**src/wfd_pkg.sv**
```systemverilog
package wfd_pkg;

  // ********************************************************
  // Register page and offsets
  // ********************************************************
  localparam logic [1:0] WFD_PAGE_WAKE = 2'h3;
  localparam logic [4:0] WFD_OFS_MASK0 = 5'h01;
  localparam logic [4:0] WFD_OFS_MASK1 = 5'h02;
  localparam logic [4:0] WFD_OFS_MASK2 = 5'h03;
  localparam logic [4:0] WFD_OFS_MASK3 = 5'h04;
  localparam logic [4:0] WFD_OFS_CRC10 = 5'h05;
  localparam logic [4:0] WFD_OFS_CRC32 = 5'h06;
  localparam logic [4:0] WFD_OFS_OFST = 5'h07;
  localparam logic [4:0] WFD_OFS_LAST = 5'h08;
  localparam logic [4:0] WFD_OFS_CMD = 5'h09;
  localparam logic [4:0] WFD_OFS_WAKE_CONTROL_STATUS = 5'h0A;
  localparam logic [4:0] WFD_OFS_PMR = 5'h0B;

  // ********************************************************
  // Field positions
  // ********************************************************
  localparam int WFD_WAKE_CONTROL_STATUS_LINK_EN = 0;
  localparam int WFD_WAKE_CONTROL_STATUS_FRAME_EN = 1;
  localparam int WFD_WAKE_CONTROL_STATUS_MAGIC_EN = 2;
  localparam int WFD_WAKE_CONTROL_STATUS_LINK_ST = 4;
  localparam int WFD_WAKE_CONTROL_STATUS_MAGIC_ST = 5;
  localparam int WFD_WAKE_CONTROL_STATUS_FRAME_ST = 6;
  localparam int WFD_PMR_SLEEP = 0;
  localparam int WFD_CMD_EN = 0;
  localparam int WFD_CMD_DA = 1;
  localparam int WFD_CMD_NIB = 4;
  localparam int WFD_CMD_CASCADE = 16;

  // ********************************************************
  // Reset values
  // ********************************************************
  localparam logic [31:0] WFD_WORD_RST = 32'h0000_0000;
  localparam logic [2:0] WFD_EN_RST = 3'h0;
  localparam logic [2:0] WFD_STAT_RST = 3'h0;
  localparam logic WFD_SLEEP_RST = 1'b0;

  // ********************************************************
  // Checks and counts
  // ********************************************************
  localparam logic [15:0] WFD_CRC_POLY_REFL = 16'hA001;
  localparam logic [15:0] WFD_CRC_INIT = 16'hFFFF;
  localparam logic [10:0] WFD_WIN_LEN = 11'h020;
  localparam logic [10:0] WFD_POS_MAX = 11'h7FF;
  localparam logic [7:0] WFD_SYNC_BYTE = 8'hFF;
  localparam logic [2:0] WFD_SYNC_LEN = 3'h6;
  localparam logic [2:0] WFD_MAC_LAST = 3'h5;
  localparam logic [6:0] WFD_MAGIC_BYTES = 7'h60;

  typedef enum logic {WFD_MG_HUNT, WFD_MG_MATCH} wfd_magic_t;

endpackage : wfd_pkg

```
**src/wfd_crc_if.sv**
```systemverilog
`timescale 1ns/10ps
interface wfd_crc_if;
  logic clear;
  logic update;
  logic [7:0] data;
  logic [15:0] crc;
  modport user (output clear, output update, output data, input crc);
  modport engine (input clear, input update, input data, output crc);
endinterface : wfd_crc_if

```
**src/wfd_wake_detector.sv**
```systemverilog
// Contract
// - Sleep state plus a wake enable enters wake mode; normal reception stops.
// - Wake mode watches pattern frames, magic frames and link status changes.
// - Four filters; wake frame needs CRC match, plus address filter pass where the filter's address-match bit is set.
// - Filter check is CRC-16 x16+x15+x2+1 over mask-selected bytes only.
// - 32-bit mask covers 32 bytes from offset; bit j selects byte offset+j.
// - Programmed offset field times two gives the real start byte.
// - Byte at offset plus highest mask bit must equal the last-byte value.
// - Filters work independently or cascaded as a chain.
// - Each byte write enters bits 31:24 and shifts older bytes down.
// - Filter 0 byte mask loads through offset 01h on page 3.
// - Offset 05h holds filter 1 CRC high half, filter 0 CRC low half.
// - Offset 07h holds four offset bytes, filter 0 lowest.
// - Offset 08h holds four last-byte values, filter 0 lowest.
// - Offset 09h holds enable, address match and cascade; 03h enables filter 0.
// - Magic frame: all-ones sync then sixteen back-to-back station addresses.
`timescale 1ns/10ps
module wfd_wake_detector (
  input wire logic clock,
  input wire logic nrst,
  input wire logic [1:0] reg_page,
  input wire logic [4:0] reg_addr,
  input wire logic reg_wr,
  input wire logic reg_rd,
  input wire logic [7:0] reg_wdata,
  output logic [7:0] reg_rdata,
  input wire logic [47:0] station_addr,
  input wire logic rx_valid,
  input wire logic rx_sof,
  input wire logic [7:0] rx_data,
  input wire logic rx_eof,
  input wire logic rx_addr_ok,
  input wire logic rx_fcs_ok,
  input wire logic link_up,
  output logic rx_enable,
  output logic wake_mode,
  output logic wake_event_pin
);

  // ********************************************************
  // Register port decode
  // ********************************************************
  function automatic logic wfd_hit(input logic [1:0] pg, input logic [4:0] a,
                                   input logic [4:0] ofs);
    return (pg == wfd_pkg::WFD_PAGE_WAKE) && (a == ofs);
  endfunction : wfd_hit

  logic [31:0] words_q [1:9];
  logic [2:0] en_q;
  logic [2:0] stat_q;
  logic [2:0] stat_d;
  logic sleep_q;
  logic pin_q;
  logic [7:0] rdata_q;
  logic [7:0] rd_mux;
  wire wr_wake_control_status = reg_wr && wfd_hit(reg_page, reg_addr, wfd_pkg::WFD_OFS_WAKE_CONTROL_STATUS);
  wire wr_pmr = reg_wr && wfd_hit(reg_page, reg_addr, wfd_pkg::WFD_OFS_PMR);

  // Shift-loaded 32-bit words at offsets 01h..09h
  genvar gk;
  generate
    for (gk = 1; gk <= 9; gk++) begin : g_word
      wire wr_word = reg_wr && wfd_hit(reg_page, reg_addr, 5'(gk));
      always_ff @(posedge clock or negedge nrst) begin
        if (!nrst) begin
          words_q[gk] <= wfd_pkg::WFD_WORD_RST;
        end else if (wr_word) begin
          words_q[gk] <= {reg_wdata, words_q[gk][31:8]};
        end
      end
    end
  endgenerate

  wire [31:0] cmd_w = words_q[wfd_pkg::WFD_OFS_CMD];
  wire cascade = cmd_w[wfd_pkg::WFD_CMD_CASCADE];

  always_ff @(posedge clock or negedge nrst) begin
    if (!nrst) begin
      en_q <= wfd_pkg::WFD_EN_RST;
      sleep_q <= wfd_pkg::WFD_SLEEP_RST;
    end else begin
      if (wr_wake_control_status) begin
        en_q <= reg_wdata[2:0];
      end
      if (wr_pmr) begin
        sleep_q <= reg_wdata[wfd_pkg::WFD_PMR_SLEEP];
      end
    end
  end

  // Wake mode gates off normal reception
  assign wake_mode = sleep_q && (en_q != 3'h0);
  assign rx_enable = !wake_mode;

  // ********************************************************
  // Frame byte position
  // ********************************************************
  logic [10:0] pos_q;
  wire [10:0] pos = rx_sof ? 11'h000 : pos_q;
  wire rx_byte = rx_valid && wake_mode;

  always_ff @(posedge clock or negedge nrst) begin
    if (!nrst) begin
      pos_q <= 11'h000;
    end else if (rx_byte) begin
      pos_q <= (pos == wfd_pkg::WFD_POS_MAX) ? pos : pos + 11'h001;
    end
  end

  // ********************************************************
  // Pattern filters
  // ********************************************************
  function automatic logic [4:0] wfd_top_bit(input logic [31:0] m);
    logic [4:0] t;
    t = 5'h00;
    for (int k = 0; k < 32; k++) begin
      if (m[k]) begin
        t = 5'(k);
      end
    end
    return t;
  endfunction : wfd_top_bit

  logic [3:0] f_en;
  logic [3:0] f_match;

  genvar gi;
  generate
    for (gi = 0; gi < 4; gi++) begin : g_filt
      wfd_crc_if u_if ();
      wfd_crc16 u_crc (
        .clock(clock),
        .nrst(nrst),
        .port(u_if.engine)
      );
      wire [31:0] mask = words_q[wfd_pkg::WFD_OFS_MASK0 + gi];
      wire [15:0] exp_crc = words_q[wfd_pkg::WFD_OFS_CRC10 + gi / 2][16 * (gi % 2) +: 16];
      wire [7:0] ofs = words_q[wfd_pkg::WFD_OFS_OFST][8 * gi +: 8];
      wire [7:0] last = words_q[wfd_pkg::WFD_OFS_LAST][8 * gi +: 8];
      wire [3:0] cmd = cmd_w[wfd_pkg::WFD_CMD_NIB * gi +: 4];
      wire [10:0] start = {2'b00, ofs, 1'b0};
      wire [10:0] rel = pos - start;
      wire in_win = (pos >= start) && (rel < wfd_pkg::WFD_WIN_LEN);
      wire sel = in_win && mask[rel[4:0]];
      wire last_hit = sel && (rel[4:0] == wfd_top_bit(mask));
      logic lb_ok_q;
      assign u_if.clear = rx_byte && rx_sof;
      assign u_if.update = rx_byte && sel;
      assign u_if.data = rx_data;
      always_ff @(posedge clock or negedge nrst) begin
        if (!nrst) begin
          lb_ok_q <= 1'b0;
        end else if (rx_byte && last_hit) begin
          lb_ok_q <= (rx_data == last);
        end else if (rx_byte && rx_sof) begin
          lb_ok_q <= 1'b0;
        end
      end
      assign f_en[gi] = cmd[wfd_pkg::WFD_CMD_EN];
      assign f_match[gi] = f_en[gi] && (u_if.crc == exp_crc) && lb_ok_q
                           && (!cmd[wfd_pkg::WFD_CMD_DA] || rx_addr_ok);
    end
  endgenerate

  // Cascade needs every enabled filter to pass in chain
  wire hit_indep = |f_match;
  wire hit_chain = (f_en != 4'h0) && ((f_match | ~f_en) == 4'hF);
  wire frame_hit = cascade ? hit_chain : hit_indep;
  wire frame_end = rx_eof && rx_fcs_ok && wake_mode;
  wire frame_evt = frame_end && en_q[wfd_pkg::WFD_WAKE_CONTROL_STATUS_FRAME_EN] && frame_hit;

  // ********************************************************
  // Magic frame search
  // ********************************************************
  wfd_pkg::wfd_magic_t mg_state_q;
  wfd_pkg::wfd_magic_t mg_state_d;
  logic [2:0] mg_ff_q;
  logic [2:0] mg_ff_d;
  logic [6:0] mg_idx_q;
  logic [6:0] mg_idx_d;
  logic [2:0] mg_mac_q;
  logic [2:0] mg_mac_d;
  logic mg_found_q;
  logic mg_found_d;
  wire wfd_pkg::wfd_magic_t mg_state = rx_sof ? wfd_pkg::WFD_MG_HUNT : mg_state_q;
  wire [2:0] mg_ff = rx_sof ? 3'h0 : mg_ff_q;
  wire [2:0] mg_mac = (mg_state == wfd_pkg::WFD_MG_HUNT) ? 3'h0 : mg_mac_q;
  wire [7:0] mac_byte = station_addr[{mg_mac, 3'b000} +: 8];
  wire is_sync = rx_data == wfd_pkg::WFD_SYNC_BYTE;
  wire mac_eq = rx_data == mac_byte;
  wire [2:0] ff_inc = (mg_ff == wfd_pkg::WFD_SYNC_LEN) ? mg_ff : mg_ff + 3'h1;

  always_comb begin
    mg_state_d = mg_state_q;
    mg_ff_d = mg_ff_q;
    mg_idx_d = mg_idx_q;
    mg_mac_d = mg_mac_q;
    mg_found_d = rx_byte && rx_sof ? 1'b0 : mg_found_q;
    if (rx_byte) begin
      case (mg_state)
        wfd_pkg::WFD_MG_HUNT: begin
          if ((mg_ff == wfd_pkg::WFD_SYNC_LEN) && mac_eq) begin
            mg_state_d = wfd_pkg::WFD_MG_MATCH;
            mg_idx_d = 7'h01;
            mg_mac_d = 3'h1;
          end else begin
            mg_ff_d = is_sync ? ff_inc : 3'h0;
          end
        end
        wfd_pkg::WFD_MG_MATCH: begin
          if (mac_eq) begin
            mg_mac_d = (mg_mac == wfd_pkg::WFD_MAC_LAST) ? 3'h0 : mg_mac + 3'h1;
            mg_idx_d = mg_idx_q + 7'h01;
            if (mg_idx_q + 7'h01 == wfd_pkg::WFD_MAGIC_BYTES) begin
              mg_found_d = 1'b1;
              mg_state_d = wfd_pkg::WFD_MG_HUNT;
              mg_ff_d = 3'h0;
            end
          end else begin
            mg_state_d = wfd_pkg::WFD_MG_HUNT;
            mg_ff_d = is_sync ? 3'h1 : 3'h0;
          end
        end
        default: begin
          mg_state_d = wfd_pkg::WFD_MG_HUNT;
          mg_ff_d = 3'h0;
        end
      endcase
    end
  end

  always_ff @(posedge clock or negedge nrst) begin
    if (!nrst) begin
      mg_state_q <= wfd_pkg::WFD_MG_HUNT;
      mg_ff_q <= 3'h0;
      mg_idx_q <= 7'h00;
      mg_mac_q <= 3'h0;
      mg_found_q <= 1'b0;
    end else begin
      mg_state_q <= mg_state_d;
      mg_ff_q <= mg_ff_d;
      mg_idx_q <= mg_idx_d;
      mg_mac_q <= mg_mac_d;
      mg_found_q <= mg_found_d;
    end
  end

  wire magic_evt = frame_end && en_q[wfd_pkg::WFD_WAKE_CONTROL_STATUS_MAGIC_EN] && mg_found_q;

  // ********************************************************
  // Link status change
  // ********************************************************
  logic link_s1_q;
  logic link_s2_q;
  logic link_s3_q;

  always_ff @(posedge clock or negedge nrst) begin
    if (!nrst) begin
      link_s1_q <= 1'b0;
      link_s2_q <= 1'b0;
      link_s3_q <= 1'b0;
    end else begin
      link_s1_q <= link_up;
      link_s2_q <= link_s1_q;
      link_s3_q <= link_s2_q;
    end
  end

  wire link_evt = wake_mode && en_q[wfd_pkg::WFD_WAKE_CONTROL_STATUS_LINK_EN]
                  && (link_s2_q != link_s3_q);

  // ********************************************************
  // Status, wake pin and read back
  // ********************************************************
  wire [2:0] evt = {frame_evt, magic_evt, link_evt};
  wire [2:0] clr = wr_wake_control_status ? reg_wdata[wfd_pkg::WFD_WAKE_CONTROL_STATUS_FRAME_ST:wfd_pkg::WFD_WAKE_CONTROL_STATUS_LINK_ST]
                           : 3'h0;
  assign stat_d = evt | (stat_q & ~clr);

  always_ff @(posedge clock or negedge nrst) begin
    if (!nrst) begin
      stat_q <= wfd_pkg::WFD_STAT_RST;
      pin_q <= 1'b0;
      rdata_q <= 8'h00;
    end else begin
      stat_q <= stat_d;
      pin_q <= stat_d != 3'h0;
      if (reg_rd) begin
        rdata_q <= rd_mux;
      end
    end
  end

  wire [7:0] wake_control_status_rd = {1'b0, stat_q, 1'b0, en_q};

  always_comb begin
    rd_mux = 8'h00;
    if (reg_page == wfd_pkg::WFD_PAGE_WAKE) begin
      if (reg_addr >= wfd_pkg::WFD_OFS_MASK0 && reg_addr <= wfd_pkg::WFD_OFS_CMD) begin
        rd_mux = words_q[reg_addr - wfd_pkg::WFD_OFS_MASK0 + 5'h01][7:0];
      end else if (reg_addr == wfd_pkg::WFD_OFS_WAKE_CONTROL_STATUS) begin
        rd_mux = wake_control_status_rd;
      end else if (reg_addr == wfd_pkg::WFD_OFS_PMR) begin
        rd_mux = {7'h00, sleep_q};
      end
    end
  end

  assign reg_rdata = rdata_q;
  assign wake_event_pin = pin_q;
endmodule : wfd_wake_detector

```
**src/wfd_crc16.sv**
```systemverilog
`timescale 1ns/10ps
module wfd_crc16 (
  input wire logic clock,
  input wire logic nrst,
  wfd_crc_if.engine port
);

  logic [15:0] crc_q;
  logic [15:0] crc_d;
  logic [15:0] base;

  // ********************************************************
  // Byte step, LSB first, reflected x16+x15+x2+1
  // ********************************************************
  function automatic logic [15:0] wfd_step(input logic [15:0] c, input logic [7:0] b);
    logic [15:0] r;
    r = c;
    for (int k = 0; k < 8; k++) begin
      if (r[0] ^ b[k]) begin
        r = (r >> 1) ^ wfd_pkg::WFD_CRC_POLY_REFL;
      end else begin
        r = r >> 1;
      end
    end
    return r;
  endfunction : wfd_step

  assign base = port.clear ? wfd_pkg::WFD_CRC_INIT : crc_q;
  assign crc_d = port.update ? wfd_step(base, port.data) : base;
  assign port.crc = crc_q;

  always_ff @(posedge clock or negedge nrst) begin
    if (!nrst) begin
      crc_q <= wfd_pkg::WFD_CRC_INIT;
    end else begin
      crc_q <= crc_d;
    end
  end

endmodule : wfd_crc16

```
**config.mk**
```make
export PLATFORM = sky130hd
export DESIGN_NAME = wfd_wake_detector
export DESIGN_NICKNAME = d
export VERILOG_FILES = /design/src/wfd_pkg.sv /design/src/wfd_crc_if.sv /design/src/wfd_wake_detector.sv /design/src/wfd_crc16.sv
export SDC_FILE = /design/constraint.sdc
export NUM_CORES = 1
export LEC_CHECK = 0
export BUFFER_PORTS_ARGS = -buffer_cell sky130_fd_sc_hd__clkbuf_2
export CAP_MARGIN = 20
export CORE_ASPECT_RATIO = 1.75
export CORE_MARGIN = 2
export CORE_UTILIZATION = 40
export CTS_BUF_LIST = sky130_fd_sc_hd__clkbuf_8
export DETAILED_ROUTE_END_ITERATION = 10
export PLACE_DENSITY = 0.66
export SKIP_LAST_GASP = 1
export SLEW_MARGIN = 15
export SYNTH_ARGS = -nofsm -noshare
export SYNTH_HDL_FRONTEND = slang
export SYNTH_SLANG_ARGS = --single-unit
```
**constraint.sdc**
```tcl
create_clock -name clock -period 3.5 [get_ports clock]
set_clock_uncertainty 0.15 [all_clocks]
set_input_delay 0.35 -clock clock [delete_from_list [all_inputs] [get_ports clock]]
set_output_delay 0.35 -clock clock [all_outputs]
set_load 0.05 [all_outputs]
```
==> impl_results.md, run 1 <==
- Fin util: 47.9%
- Chip height: 325 um
- Gpl congestion: 0.949
- Reg2Reg Launch Point: pos_q[1]
- Fin crit share: 100%
- WP data arrival: 3910 ps
- WL final: 74300 um
- Clock sink count: 401
- Grt ovf: 0
- Avg Cell Area, Syn: 10.6 sq um
- Area leader, netlist: dfrtp_1
- Leak: 12.9 nW
- Largest net degree at the start of global routing: 92
- First-pass GRT wire length: 115000 um
- Reg clk slew, reported paths: 70 ps
- Die area: 61100 sq um
- Final Non-Filler Cells: 3246
- Vias per std cell: 5.73
- Share of cells above drive strength 1: 32.4%
- Rel. slew slack: 40.5%
- Post-synth EDFFs: 0
- Crit path time final: 3500 ps
- R2R Path End: g_filt[1].u_crc.port.crc[0]
- Setup ws final: -1.93 ps
- Rows: 117
- Top post-synthesis cells by count: dfrtp_1 (337), mux2_2 (257), nand2_1 (148)
- DP Area: 25800 sq um
- Pins over their slew limit: 0
- Nets: 2543
- CP max FO: 10
- Initial antenna violation count: 2
- Async S/R FF share, synth: 100%
- Status: finished with violations
- Worst EP required: 3910 ps
- TritonRoute pass-1 iters: 9
- All-Layer GR Usage: 24.2%
- Min-Delay Path Class: primary input to flip-flop
- WHS Endpoint: reg_rdata[0]
- Vias: 18600
- Cell depth of the worst hold path: 4
- Final hold violation count: 0
- Failing checks: setup timing
- Met1 WL: 25500 um
- Post-DP HPWL: 55500 um
- Met3 wire length: 2730 um
- R2R setup slack: -2 ps
- Vias in the first global route: 19600
- Synth Instances: 2226
- Final instance area: 27900 sq um
- Max Used Layer: met4
- Main synth FF type: dfrtp_1
- Cell Count Post-Placement: 3105
- Max Clock Freq: 286 MHz
- Drt wl/cell: 22.9 um
- Max H-tree Level: 2
- Worst hold path startpoint: reg_addr[4]
- Worst vdd ir: 0.273 mV
- Num CTS Buffers: 59
- RSZ-0062 raised after global routing: true
- Endpoints failing setup: 1
- Setup crit end kind: flip-flop
- I/O pin cnt: 92
- P&R area growth vs syn: 18.1%
- Max clock buf depth: 3
- Max_cap viols: 0
- Syn. warnings: 0
- Worst setup SP type: flip-flop
- WS Path Type: flip-flop to flip-flop
- Slew @ Worst Pin: 889 ps
- Most frequent cell after synthesis: dfrtp_1
- Top area cells in the synthesized netlist: dfrtp_1 (36%), mux2_2 (12%), dfstp_2 (7.1%)
- TritonCTS clock tree: yes
- Post-route ant nets: 0
- Clock Latency Late Sink: 670 ps
- DRT iter0 DRCs: 1336
- Port bufs: 91
- Pwr dens: 462 nW/um^2
- Die Span X: 188 um
- Cell area after synthesis: 23600 sq um
- Yosys top cell area share: 35.7%
- Initial Util: 40.5%
- DR WL met2: 39100 um
- Syn_nets: 2347
- Distinct cell type count of the synthesized netlist: 91
- Root Buffer: clkbuf_8
- Drc violations: 0
- Post-synthesis sequential area ratio: 42.8%
- Core Area: 58300 sq um
- Yosys reg bits: 401
- Reg2reg path depth: 14
==> metal layers <==
metal  GRT usage [%]  up-vias
met3            3.02      269
met1            24.3     9310
met2            44.7      546
met5               0        -
met4            19.3        0
li1                -     8461
==> registers in the layout, indices dropped and copies added (netlist names), 8 cells and up <==
signal / flops
g_filt.mask: 128
g_filt.exp_crc: 64
g_filt.u_crc.port.crc: 64
cmd_w: 32
g_filt.last: 32
g_filt.ofs: 32
pos_q: 11
reg_rdata: 8
==> cell type report <==
cell class,count,area [sq um]
fillers,5372,30400
multi-input cells,1623,13100
flip-flops and latches,401,10100
repair buffers,251,1920
clock buffers,72,991
well taps,773,967
clock inverters,39,492
inverters,86,335
diodes,1,2.50
==> cells in the final DEF (no fill, tap or decap), types with 10 or more instances in the layout <==
cell type  instances
dfrtp_1          336
mux2_2           254
nand2_1          145
nor2_1           139
buf_4            131
o21ai_0          123
xor2_1           110
xnor2_1           99
clkbuf_2          90
a21oi_1           89
inv_1             86
clkbuf_8          72
dfstp_2           64
mux2i_1           52
nand3_1           46
nor4_1            46
nor3_1            36
mux4_2            32
ha_1              29
nor2b_1           26
nand2b_1          23
nand4_1           22
a211oi_1          19
a21o_1            18
clkinv_2          18
buf_12            16
o21a_1            14
o31a_1            12
bufinv_16         11
o22a_1            10
or3_1             10
and3_1            10
or4_1             10
o22ai_1           10
==> worst max-delay path, stage by stage (launching register included) <==
cell and delay, ps:
dfrtp_1 390, nor2b_4 140, clkinv_4 100, ha_4 140, inv_2 40, fa_2 380, xor2_4 320, mux4_2 290
nand3_2 90, a211o_4 380, a311oi_4 330, buf_12 150, nand2_2 40, buf_6 150, a221oi_1 300
==> power breakdown <==
part	internal (W)	switching, W	leakage, nW
sequential	0.00502	0.000401	5.17
clock	0.00271	0.00200	0.781
combinational	0.00130	0.00146	6.98
total	0.00902	0.00386	12.9
==> worst max-delay path by stage <==
stage          cells past startpoint  slack [ps]     start                            to
5_1_grt                           18         -80  pos_q[1]   g_filt[0].u_crc.port.crc[4]
6_report                          14          -2  pos_q[1]   g_filt[1].u_crc.port.crc[0]
3_5_place_dp                      14        -480    rx_sof             g_filt[0].lb_ok_q
3_3_place_gp                      16        -360    rx_sof  g_filt[1].u_crc.port.crc[12]
4_1_cts                           15         -40  pos_q[1]   g_filt[2].u_crc.port.crc[0]
2_1_floorplan                     13         -20    rx_sof             g_filt[2].lb_ok_q
==> through the flow <==
step / power (W) / hold WS [ps] / setup WS, ps / setup TNS [ps]
6_report: 0.0129 / 61.9 / -1.93 / -1.93
3_3_place_gp: 0.00803 / 199 / -356 / -14520
3_5_place_dp: 0.00810 / 204 / -476 / -20680
4_1_cts: 0.0129 / 36.0 / -40.1 / -177
5_1_grt: 0.0135 / 62.5 / -81.6 / -1080
2_1_floorplan: 0.00722 / -95.6 / -24.9 / -54.5
==> cells by family after synthesis <==
kind of cell,synth area share [%]
buf+inv,3.68
simple gates,12.2
fa+ha+maj,2.25
flops,42.8
mux,18.5
compound gates,12.2
xor+xnor,8.34
==> repair_timing <==
item / 4_1_cts / 5_1_grt
setup buffers: 16 / 12
cloned: 3 / 0
endpoints found under the setup margin: 68 / 71
endpoints found under the hold margin: 92 / 0
resized for setup: 42 / 46
hold buffers: 3 / 0
pin swaps: 19 / 24
Power figures use the tool's default switching activity.
==> run 2, diff against run 1 <==
- SYNTH_HIERARCHICAL: not set -> 1
==> impl_results.md, run 2 <==
- Status: finished with violations (unchanged)
- Failing checks: setup timing (unchanged)
- Slew @ Worst Pin: 853 ps (was 889 ps)
- Root Buffer: clkbuf_8 (unchanged)
- Pwr dens: 453 nW/um^2 (was 462 nW/um^2)
- Vias per std cell: 5.80 (was 5.73)
- Crit path time final: 3540 ps (was 3500 ps)
- Die Span X: 188 um (about the same)
- R2R setup slack: -40 ps (was -2 ps)
- Share of cells above drive strength 1: 31.5% (was 32.4%)
- Min-Delay Path Class: primary input to flip-flop (unchanged)
- Vias: 18800 (was 18600)
- Cell area after synthesis: 23800 sq um (was 23600 sq um)
- Leak: 12.8 nW (was 12.9 nW)
- Commonest non-fill, non-tap cell in the layout: dfrtp_1 (unchanged)
- Pins over their slew limit: 0 (unchanged)
- Post-synth EDFFs: 0 (unchanged)
- Post-route ant nets: 0 (unchanged)
- Reg2reg path depth: 14 (unchanged)
- Post-synthesis sequential area ratio: 42.5% (was 42.8%)
- Largest net degree at the start of global routing: 98 (was 92)
- WL final: 72700 um (was 74300 um)
- Chip height: 327 um (was 325 um)
- Final hold violation count: 0 (unchanged)
- Worst setup SP type: flip-flop (unchanged)
- Drt wl/cell: 22.4 um (was 22.9 um)
- Initial antenna violation count: 4 (was 2)
- Gpl congestion: 0.973 (was 0.949)
- Grt ovf: 0 (unchanged)
- WS Path Type: flip-flop to flip-flop (unchanged)
- WHS Endpoint: stat_q[2] (was reg_rdata[0])
- Most frequent cell after synthesis: dfrtp_1 (unchanged)
- Commonest non-fill, non-tap cells in the layout: dfrtp_1 (337), mux2_2 (257), nand2_1 (148) (was dfrtp_1 (336), mux2_2 (254), nand2_1 (145))
- Worst hold path startpoint: rx_fcs_ok (was reg_addr[4])
- Max Clock Freq: 282 MHz (was 286 MHz)
- Switching power total: 0.00385 W (was 0.00386 W)
- Fill cells: 5503 (was 5372)
- Setup crit end kind: flip-flop (unchanged)
- Max H-tree Level: 2 (unchanged)
- Clk pwr share: 33.1% (was 36.5%)
- Endpoints failing setup: 2 (was 1)
- Number of flip-flops under the largest register name: 128 (unchanged)
- WP data arrival: 3970 ps (was 3910 ps)
- Top area cells in the synthesized netlist: dfrtp_1 (35%), mux2_2 (12%), dfstp_2 (7.1%) (was dfrtp_1 (36%), mux2_2 (12%), dfstp_2 (7.1%))
- Worst vdd ir: 0.431 mV (was 0.273 mV)
- CP max FO: 24 (was 10)
- R2R Path End: g_filt[2].u_crc/port.crc[11] (was g_filt[1].u_crc.port.crc[0])
- Register area: 10100 sq um (about the same)
- Avg Cell Area, Syn: 10.7 sq um (was 10.6 sq um)
- Yosys top cell area share: 35.5% (was 35.7%)
- Cell depth of the worst hold path: 4 (unchanged)
- Port bufs: 91 (unchanged)
- P&R area growth vs syn: 16.3% (was 18.1%)
- Distinct cell type count of the synthesized netlist: 91 (unchanged)
- Core Area: 59100 sq um (was 58300 sq um)
- Multi-input gate area: 13000 sq um (was 13100 sq um)
- Post-DP HPWL: 53200 um (was 55500 um)
- Die area: 61500 sq um (was 61100 sq um)
- Area leader, netlist: dfrtp_1 (unchanged)
- Flop pwr share: 43.5% (was 42.0%)
- Pint: 0.00869 W (was 0.00902 W)
- Yosys reg bits: 401 (unchanged)
- Worst EP required: 3930 ps (was 3910 ps)
- Top post-synthesis cells by count: dfrtp_1 (337), mux2_2 (257), nand2_1 (148) (unchanged)
- Setup ws final: -43.9 ps (was -1.93 ps)
- Syn_nets: 2353 (was 2347)
- Vias in the first global route: 19600 (about the same)
- Drc violations: 0 (unchanged)
- Max clock buf depth: 3 (unchanged)
- Nets: 2537 (was 2543)
- Max_cap viols: 0 (unchanged)
- Syn. warnings: 6 (was 0)
- Pre-CTS worst setup slack: -582 ps (was -476 ps)
- Reg2Reg Launch Point: pos_q[1] (unchanged)
- Minimum hold slack: 51.5 ps (was 61.9 ps)
- Fin crit share: 101% (was 100%)
- Main synth FF type: dfrtp_1 (unchanged)
- TritonRoute pass-1 iters: 6 (was 9)
- RSZ-0062 raised after global routing: true (unchanged)
- Async S/R FF share, synth: 100% (unchanged)
- All-Layer GR Usage: 23.4% (was 24.2%)
- Synth Instances: 2232 (was 2226)
- DRT iter0 DRCs: 1158 (was 1336)
- Clock sink count: 401 (unchanged)
- First-pass GRT wire length: 112000 um (was 115000 um)
- I/O pin cnt: 92 (unchanged)
- TritonCTS clock tree: yes (unchanged)
- Initial Util: 40.3% (was 40.5%)
- Combinational share of power: 23.5% (was 21.4%)
- Num CTS Buffers: 60 (was 59)
- Reg clk slew, reported paths: 70 ps (about the same)
- Rows: 118 (was 117)
- Fraction of power spent switching nets: 30.7% (was 30.0%)
- Clock Latency Late Sink: 670 ps (about the same)
- Rel. slew slack: 43.1% (was 40.5%)
## run 2: cell count changes in the layout (fill, tap and decap cells not counted), moves of 12 or more
| cell | previous run | this run |
|---|---|---|
| xnor2_2 | 1 | 13 |
| xnor2_1 | 99 | 83 |
| nor2_1 | 139 | 118 |
| buf_4 | 131 | 111 |
| xor2_1 | 110 | 137 |
| nor3_1 | 36 | 63 |
| inv_1 | 86 | 105 |
## run 2: timing repair
action                                  CTS  global route
endpoints found under the hold margin    87             0
endpoints found under the setup margin   63            66
pin swaps                                 8            19
gates resized for setup                  17            26
buffers inserted                          3             6
cloned                                    1             6
hold buffers                              8             0
## run 2: critical path, cell delays in order, from the launching register on
cell and delay, ps:
dfrtp_1 380, nor2b_4 130, inv_2 80, buf_12 120, ha_2 170, inv_1 50
fa_1 550, mux4_2 510, mux4_2 490, mux2i_4 190, nor3_4 80, buf_12 160
buf_12 150, nor3_1 160, a21oi_1 70
## run 2: routing by layer
layer / part of all wire, % / vias to the layer above / track usage (%)
met5: 0.017 / - / 0
met4: 7.2 / 2 / 15.2
met3: 4.8 / 253 / 2.75
met2: 53 / 668 / 43.5
met1: 35 / 9459 / 24.9
li1: - / 8447 / -
## run 2: power groups by stage
stage,Clock (W),Combinational [W],Sequential (W)
6_report,0.00414,0.00294,0.00545
5_1_grt,0.00442,0.00320,0.00548
4_1_cts,0.00423,0.00291,0.00544
3_5_place_dp,0,0.00287,0.00552
3_3_place_gp,0,0.00278,0.00551
2_1_floorplan,0,0.00208,0.00536
## run 2: logic make-up after synthesis
family / count (synthesis) / synth area share [%]
XOR/XNOR: 241 / 9.56
buffers and inverters: 213 / 3.76
flip-flops: 401 / 42.5
AND/OR/NAND/NOR: 562 / 11.9
adder cells (fa/ha/maj): 40 / 2.23
multiplexers: 353 / 18.6
AO/OA/AOI/OAI: 422 / 11.4
## run 2: worst max path at each step
stage / startpoint / endpoint / slack, ps / cells past startpoint
detailed placement: rx_sof / g_filt[3].u_crc/port.crc[10] / -580 / 16
global placement: rx_sof / g_filt[3].u_crc/port.crc[0] / -450 / 16
global route: pos_q[1] / g_filt[2].u_crc/port.crc[6] / -130 / 14
CTS: pos_q[1] / g_filt[1].u_crc/port.crc[12] / -30 / 16
finish: pos_q[1] / g_filt[2].u_crc/port.crc[11] / -40 / 14
floorplan: rx_sof / g_filt[1].u_crc/port.crc[1] / 20 / 15
## run 2: cell type report
type	instances	area share, %
inverter	99	1.37
multi-input combinational	1618	47.0
tap	780	3.53
timing repair buffer	236	6.78
clock inverter	29	0.719
clock buffer	81	4.03
sequential	401	36.6
antenna	3	0.0271
## run 2: per-stage QoR
step / total power (W) / util (%) / cell area (sq um) / setup TNS [ps] / instances
5_1_grt: 0.0131 / 46.8 / 27700 / -1090 / 3245
3_5_place_dp: 0.00838 / 43.8 / 25900 / -20130 / 3111
3_3_place_gp: 0.00828 / 43.8 / 25900 / -14990 / 3111
4_1_cts: 0.0126 / 46.4 / 27400 / -132 / 3233
6_report: 0.0125 / 46.8 / 27700 / -67.0 / 3247
2_1_floorplan: 0.00744 / - / 23800 / 0 / 2232
==> run 3, diff against run 2 <==
- ABC_AREA: not set -> 0
- GPL_TIMING_DRIVEN: not set -> 0
==> impl_results.md, run 3 (synthesis results as in run 2) <==
- Status: finished with violations (unchanged)
- Failing checks: setup timing (unchanged)
- All-Layer GR Usage: 24.2% (was 23.4%)
- Vias in the first global route: 19800 (was 19600)
- Pins over their slew limit: 0 (unchanged)
- Minimum hold slack: 56.5 ps (was 51.5 ps)
- Rel. slew slack: 22.8% (was 43.1%)
- Fin crit share: 104% (was 101%)
- Max Used Layer: met5 (unchanged)
- Crit-path cells: nor2b_4 -> clkinv_4 -> buf_6 -> ha_4 -> inv_2 -> fa_2 -> xor2_2 -> clkbuf_8 -> mux4_2 -> mux2i_2 -> mux2_4 -> a21oi_2 -> and4_4 -> nand4_1 -> mux2i_1 (was nor2b_4 -> inv_2 -> buf_12 -> ha_2 -> inv_1 -> fa_1 -> mux4_2 -> mux4_2 -> mux2i_4 -> nor3_4 -> buf_12 -> buf_12 -> nor3_1 -> a21oi_1)
- Worst EP required: 3900 ps (was 3930 ps)
- TritonCTS clock tree: yes (unchanged)
- DRT iter0 DRCs: 1326 (was 1158)
- Rows: 118 (unchanged)
- R2R setup slack: -130 ps (was -40 ps)
- Cell depth of the worst hold path: 3 (was 4)
- Min-Delay Path Class: primary input to flip-flop (unchanged)
- Clock Latency Late Sink: 680 ps (was 670 ps)
- Initial Util: 40.3% (unchanged)
- Final instance area: 27700 sq um (about the same)
- Vias: 18900 (was 18800)
- Post-route ant nets: 0 (unchanged)
- Largest net degree at the start of global routing: 92 (was 98)
- Slowest-stage cell, CP: nand4_1 (was fa_1)
- Worst setup SP type: flip-flop (unchanged)
- Root Buffer: clkbuf_8 (unchanged)
- R2R Path End: g_filt[3].lb_ok_q (was g_filt[2].u_crc/port.crc[11])
- Share of cells above drive strength 1: 30.3% (was 31.5%)
- Core Area: 59100 sq um (unchanged)
- TNS Setup: -1500 ps (was -67.0 ps)
- Fill cells: 5486 (was 5503)
- P&R area growth vs syn: 16.6% (was 16.3%)
- Met1 WL: 25800 um (was 25500 um)
- Endpoints failing setup: 43 (was 2)
- Vias per std cell: 5.81 (was 5.80)
- Die area: 61500 sq um (unchanged)
- WL final: 75400 um (was 72700 um)
- Clock sink count: 401 (unchanged)
- Setup crit end kind: flip-flop (unchanged)
- Power Total: 0.0127 W (was 0.0125 W)
- Initial antenna violation count: 5 (was 4)
- I/O pin cnt: 92 (unchanged)
- Die Span X: 188 um (unchanged)
- Max clock buf depth: 3 (unchanged)
- Grt ovf: 0 (unchanged)
- Nets: 2540 (was 2537)
- WS Path Type: flip-flop to flip-flop (unchanged)
- Worst hold path startpoint: reg_wdata[2] (was rx_fcs_ok)
- First-pass GRT wire length: 115000 um (was 112000 um)
- Commonest non-fill, non-tap cell in the layout: dfrtp_1 (unchanged)
- Post-DP HPWL: 56200 um (was 53200 um)
- DP Area: 25400 sq um (was 25900 sq um)
- Max_cap viols: 0 (unchanged)
- Slew @ Worst Pin: 1160 ps (was 853 ps)
- Met3 wire length: 3080 um (was 3480 um)
- Crit path time final: 3630 ps (was 3540 ps)
- Commonest non-fill, non-tap cells in the layout: dfrtp_1 (337), mux2_2 (256), nand2_1 (146) (was dfrtp_1 (337), mux2_2 (257), nand2_1 (148))
- Reg2reg path depth: 15 (was 14)
- Max Clock Freq: 275 MHz (was 282 MHz)
- Worst vdd ir: 0.474 mV (was 0.431 mV)
- DR WL met2: 40200 um (was 38500 um)
- Leak: 12.7 nW (was 12.8 nW)
- Drc violations: 0 (unchanged)
- Reg clk slew, reported paths: 70 ps (about the same)
- Gpl congestion: 0.989 (was 0.973)
- Port bufs: 83 (was 91)
- Reg2Reg Launch Point: pos_q[1] (unchanged)
- Drt wl/cell: 23.2 um (was 22.4 um)
- WP data arrival: 4030 ps (was 3970 ps)
- Final hold violation count: 0 (unchanged)
- Register area: 10100 sq um (unchanged)
- Multi-input gate area: 13200 sq um (was 13000 sq um)
- TritonRoute pass-1 iters: 7 (was 6)
- WHS Endpoint: g_filt[3].ofs[2] (was stat_q[2])
- Number of flip-flops under the largest register name: 128 (unchanged)
- Pwr dens: 459 nW/um^2 (was 453 nW/um^2)
- Setup ws final: -134 ps (was -43.9 ps)
- Num CTS Buffers: 59 (was 60)
- RSZ-0062 raised after global routing: true (unchanged)
- Chip height: 327 um (unchanged)
- Worst path max stage delay: 420 ps (was 550 ps)
- CP max FO: 5 (was 24)
- Max H-tree Level: 2 (unchanged)
-- run 3: changes by cell type in the layout (fill, tap and decap cells not counted), sizes merged --
cell | before | now
bufinv | 2 | 6
dlygate4sd3 | 8 | 5
clkinvlp | 4 | 2
buf | 133 | 76
clkinv | 10 | 12
clkbuf | 176 | 234
-- run 3: routing by layer --
metal	vias up	global-route usage [%]
met4	2	18.3
met5	-	0
met1	9469	24.7
li1	8457	-
met3	287	3.03
met2	666	44.8
-- run 3: through the flow --
stage               worst slack, ps  util, %  instances
CTS                            -171     46.0       3233
global route                   -207     46.9       3248
global placement              -6950     42.7       3095
finish                         -134     46.9       3249
detailed placement            -1460     42.9       3102
floorplan                      15.8        -       2232
-- run 3: cell type report --
type / count / share of cell area (%)
Inverter: 99 / 1.43
Clock buffer: 75 / 3.72
Multi-Input combinational cell: 1618 / 47.7
Clock inverter: 33 / 1.10
Buffer: 108 / 2.26
Tap cell: 780 / 3.52
Antenna cell: 3 / 0.0271
Sequential cell: 401 / 36.5
Timing Repair Buffer: 132 / 3.72
-- run 3: worst max-delay path by stage --
stage	slack (ps)	cells past startpoint	endpoint	start
after floorplan	20	15	g_filt[1].u_crc/port.crc[1]	rx_sof
after global placement	-6950	1	mg_mac_q[0]	nrst
after detailed placement	-1460	15	g_filt[0].u_crc/port.crc[11]	rx_sof
after CTS	-170	15	g_filt[2].u_crc/port.crc[6]	pos_q[1]
after global routing	-210	16	g_filt[0].u_crc/port.crc[11]	pos_q[1]
final	-130	15	g_filt[3].lb_ok_q	pos_q[1]
-- run 3: timing repair --
| action | CTS | global route |
|---|---|---|
| hold buffers | 5 | 0 |
| pin swaps | 17 | 29 |
| resized for setup | 61 | 101 |
| hold endpoints to repair | 80 | 0 |
| cloned | 2 | 5 |
| setup endpoints to repair | 68 | 68 |
| buffers inserted | 20 | 10 |
-- run 3: where the power goes --
part / leakage, nW / total, W / internal (W) / switching, W
Combinational: 6.81 / 0.00294 / 0.00141 / 0.00154
Clock: 0.749 / 0.00432 / 0.00237 / 0.00195
Sequential: 5.14 / 0.00548 / 0.00504 / 0.000439
Total: 12.7 / 0.0127 / 0.00882 / 0.00392
-- run 3: worst max-delay path, delay by kind of cell (launching register included) --
kind,cells,cell delay (ps)
muxes,4,890
and+or+nand+nor,3,830
adders and majority gates,2,500
buffers and inverters,4,440
DFF,1,380
xor gates and xnor gates,1,210
AOI/OAI and AO/OA,1,150
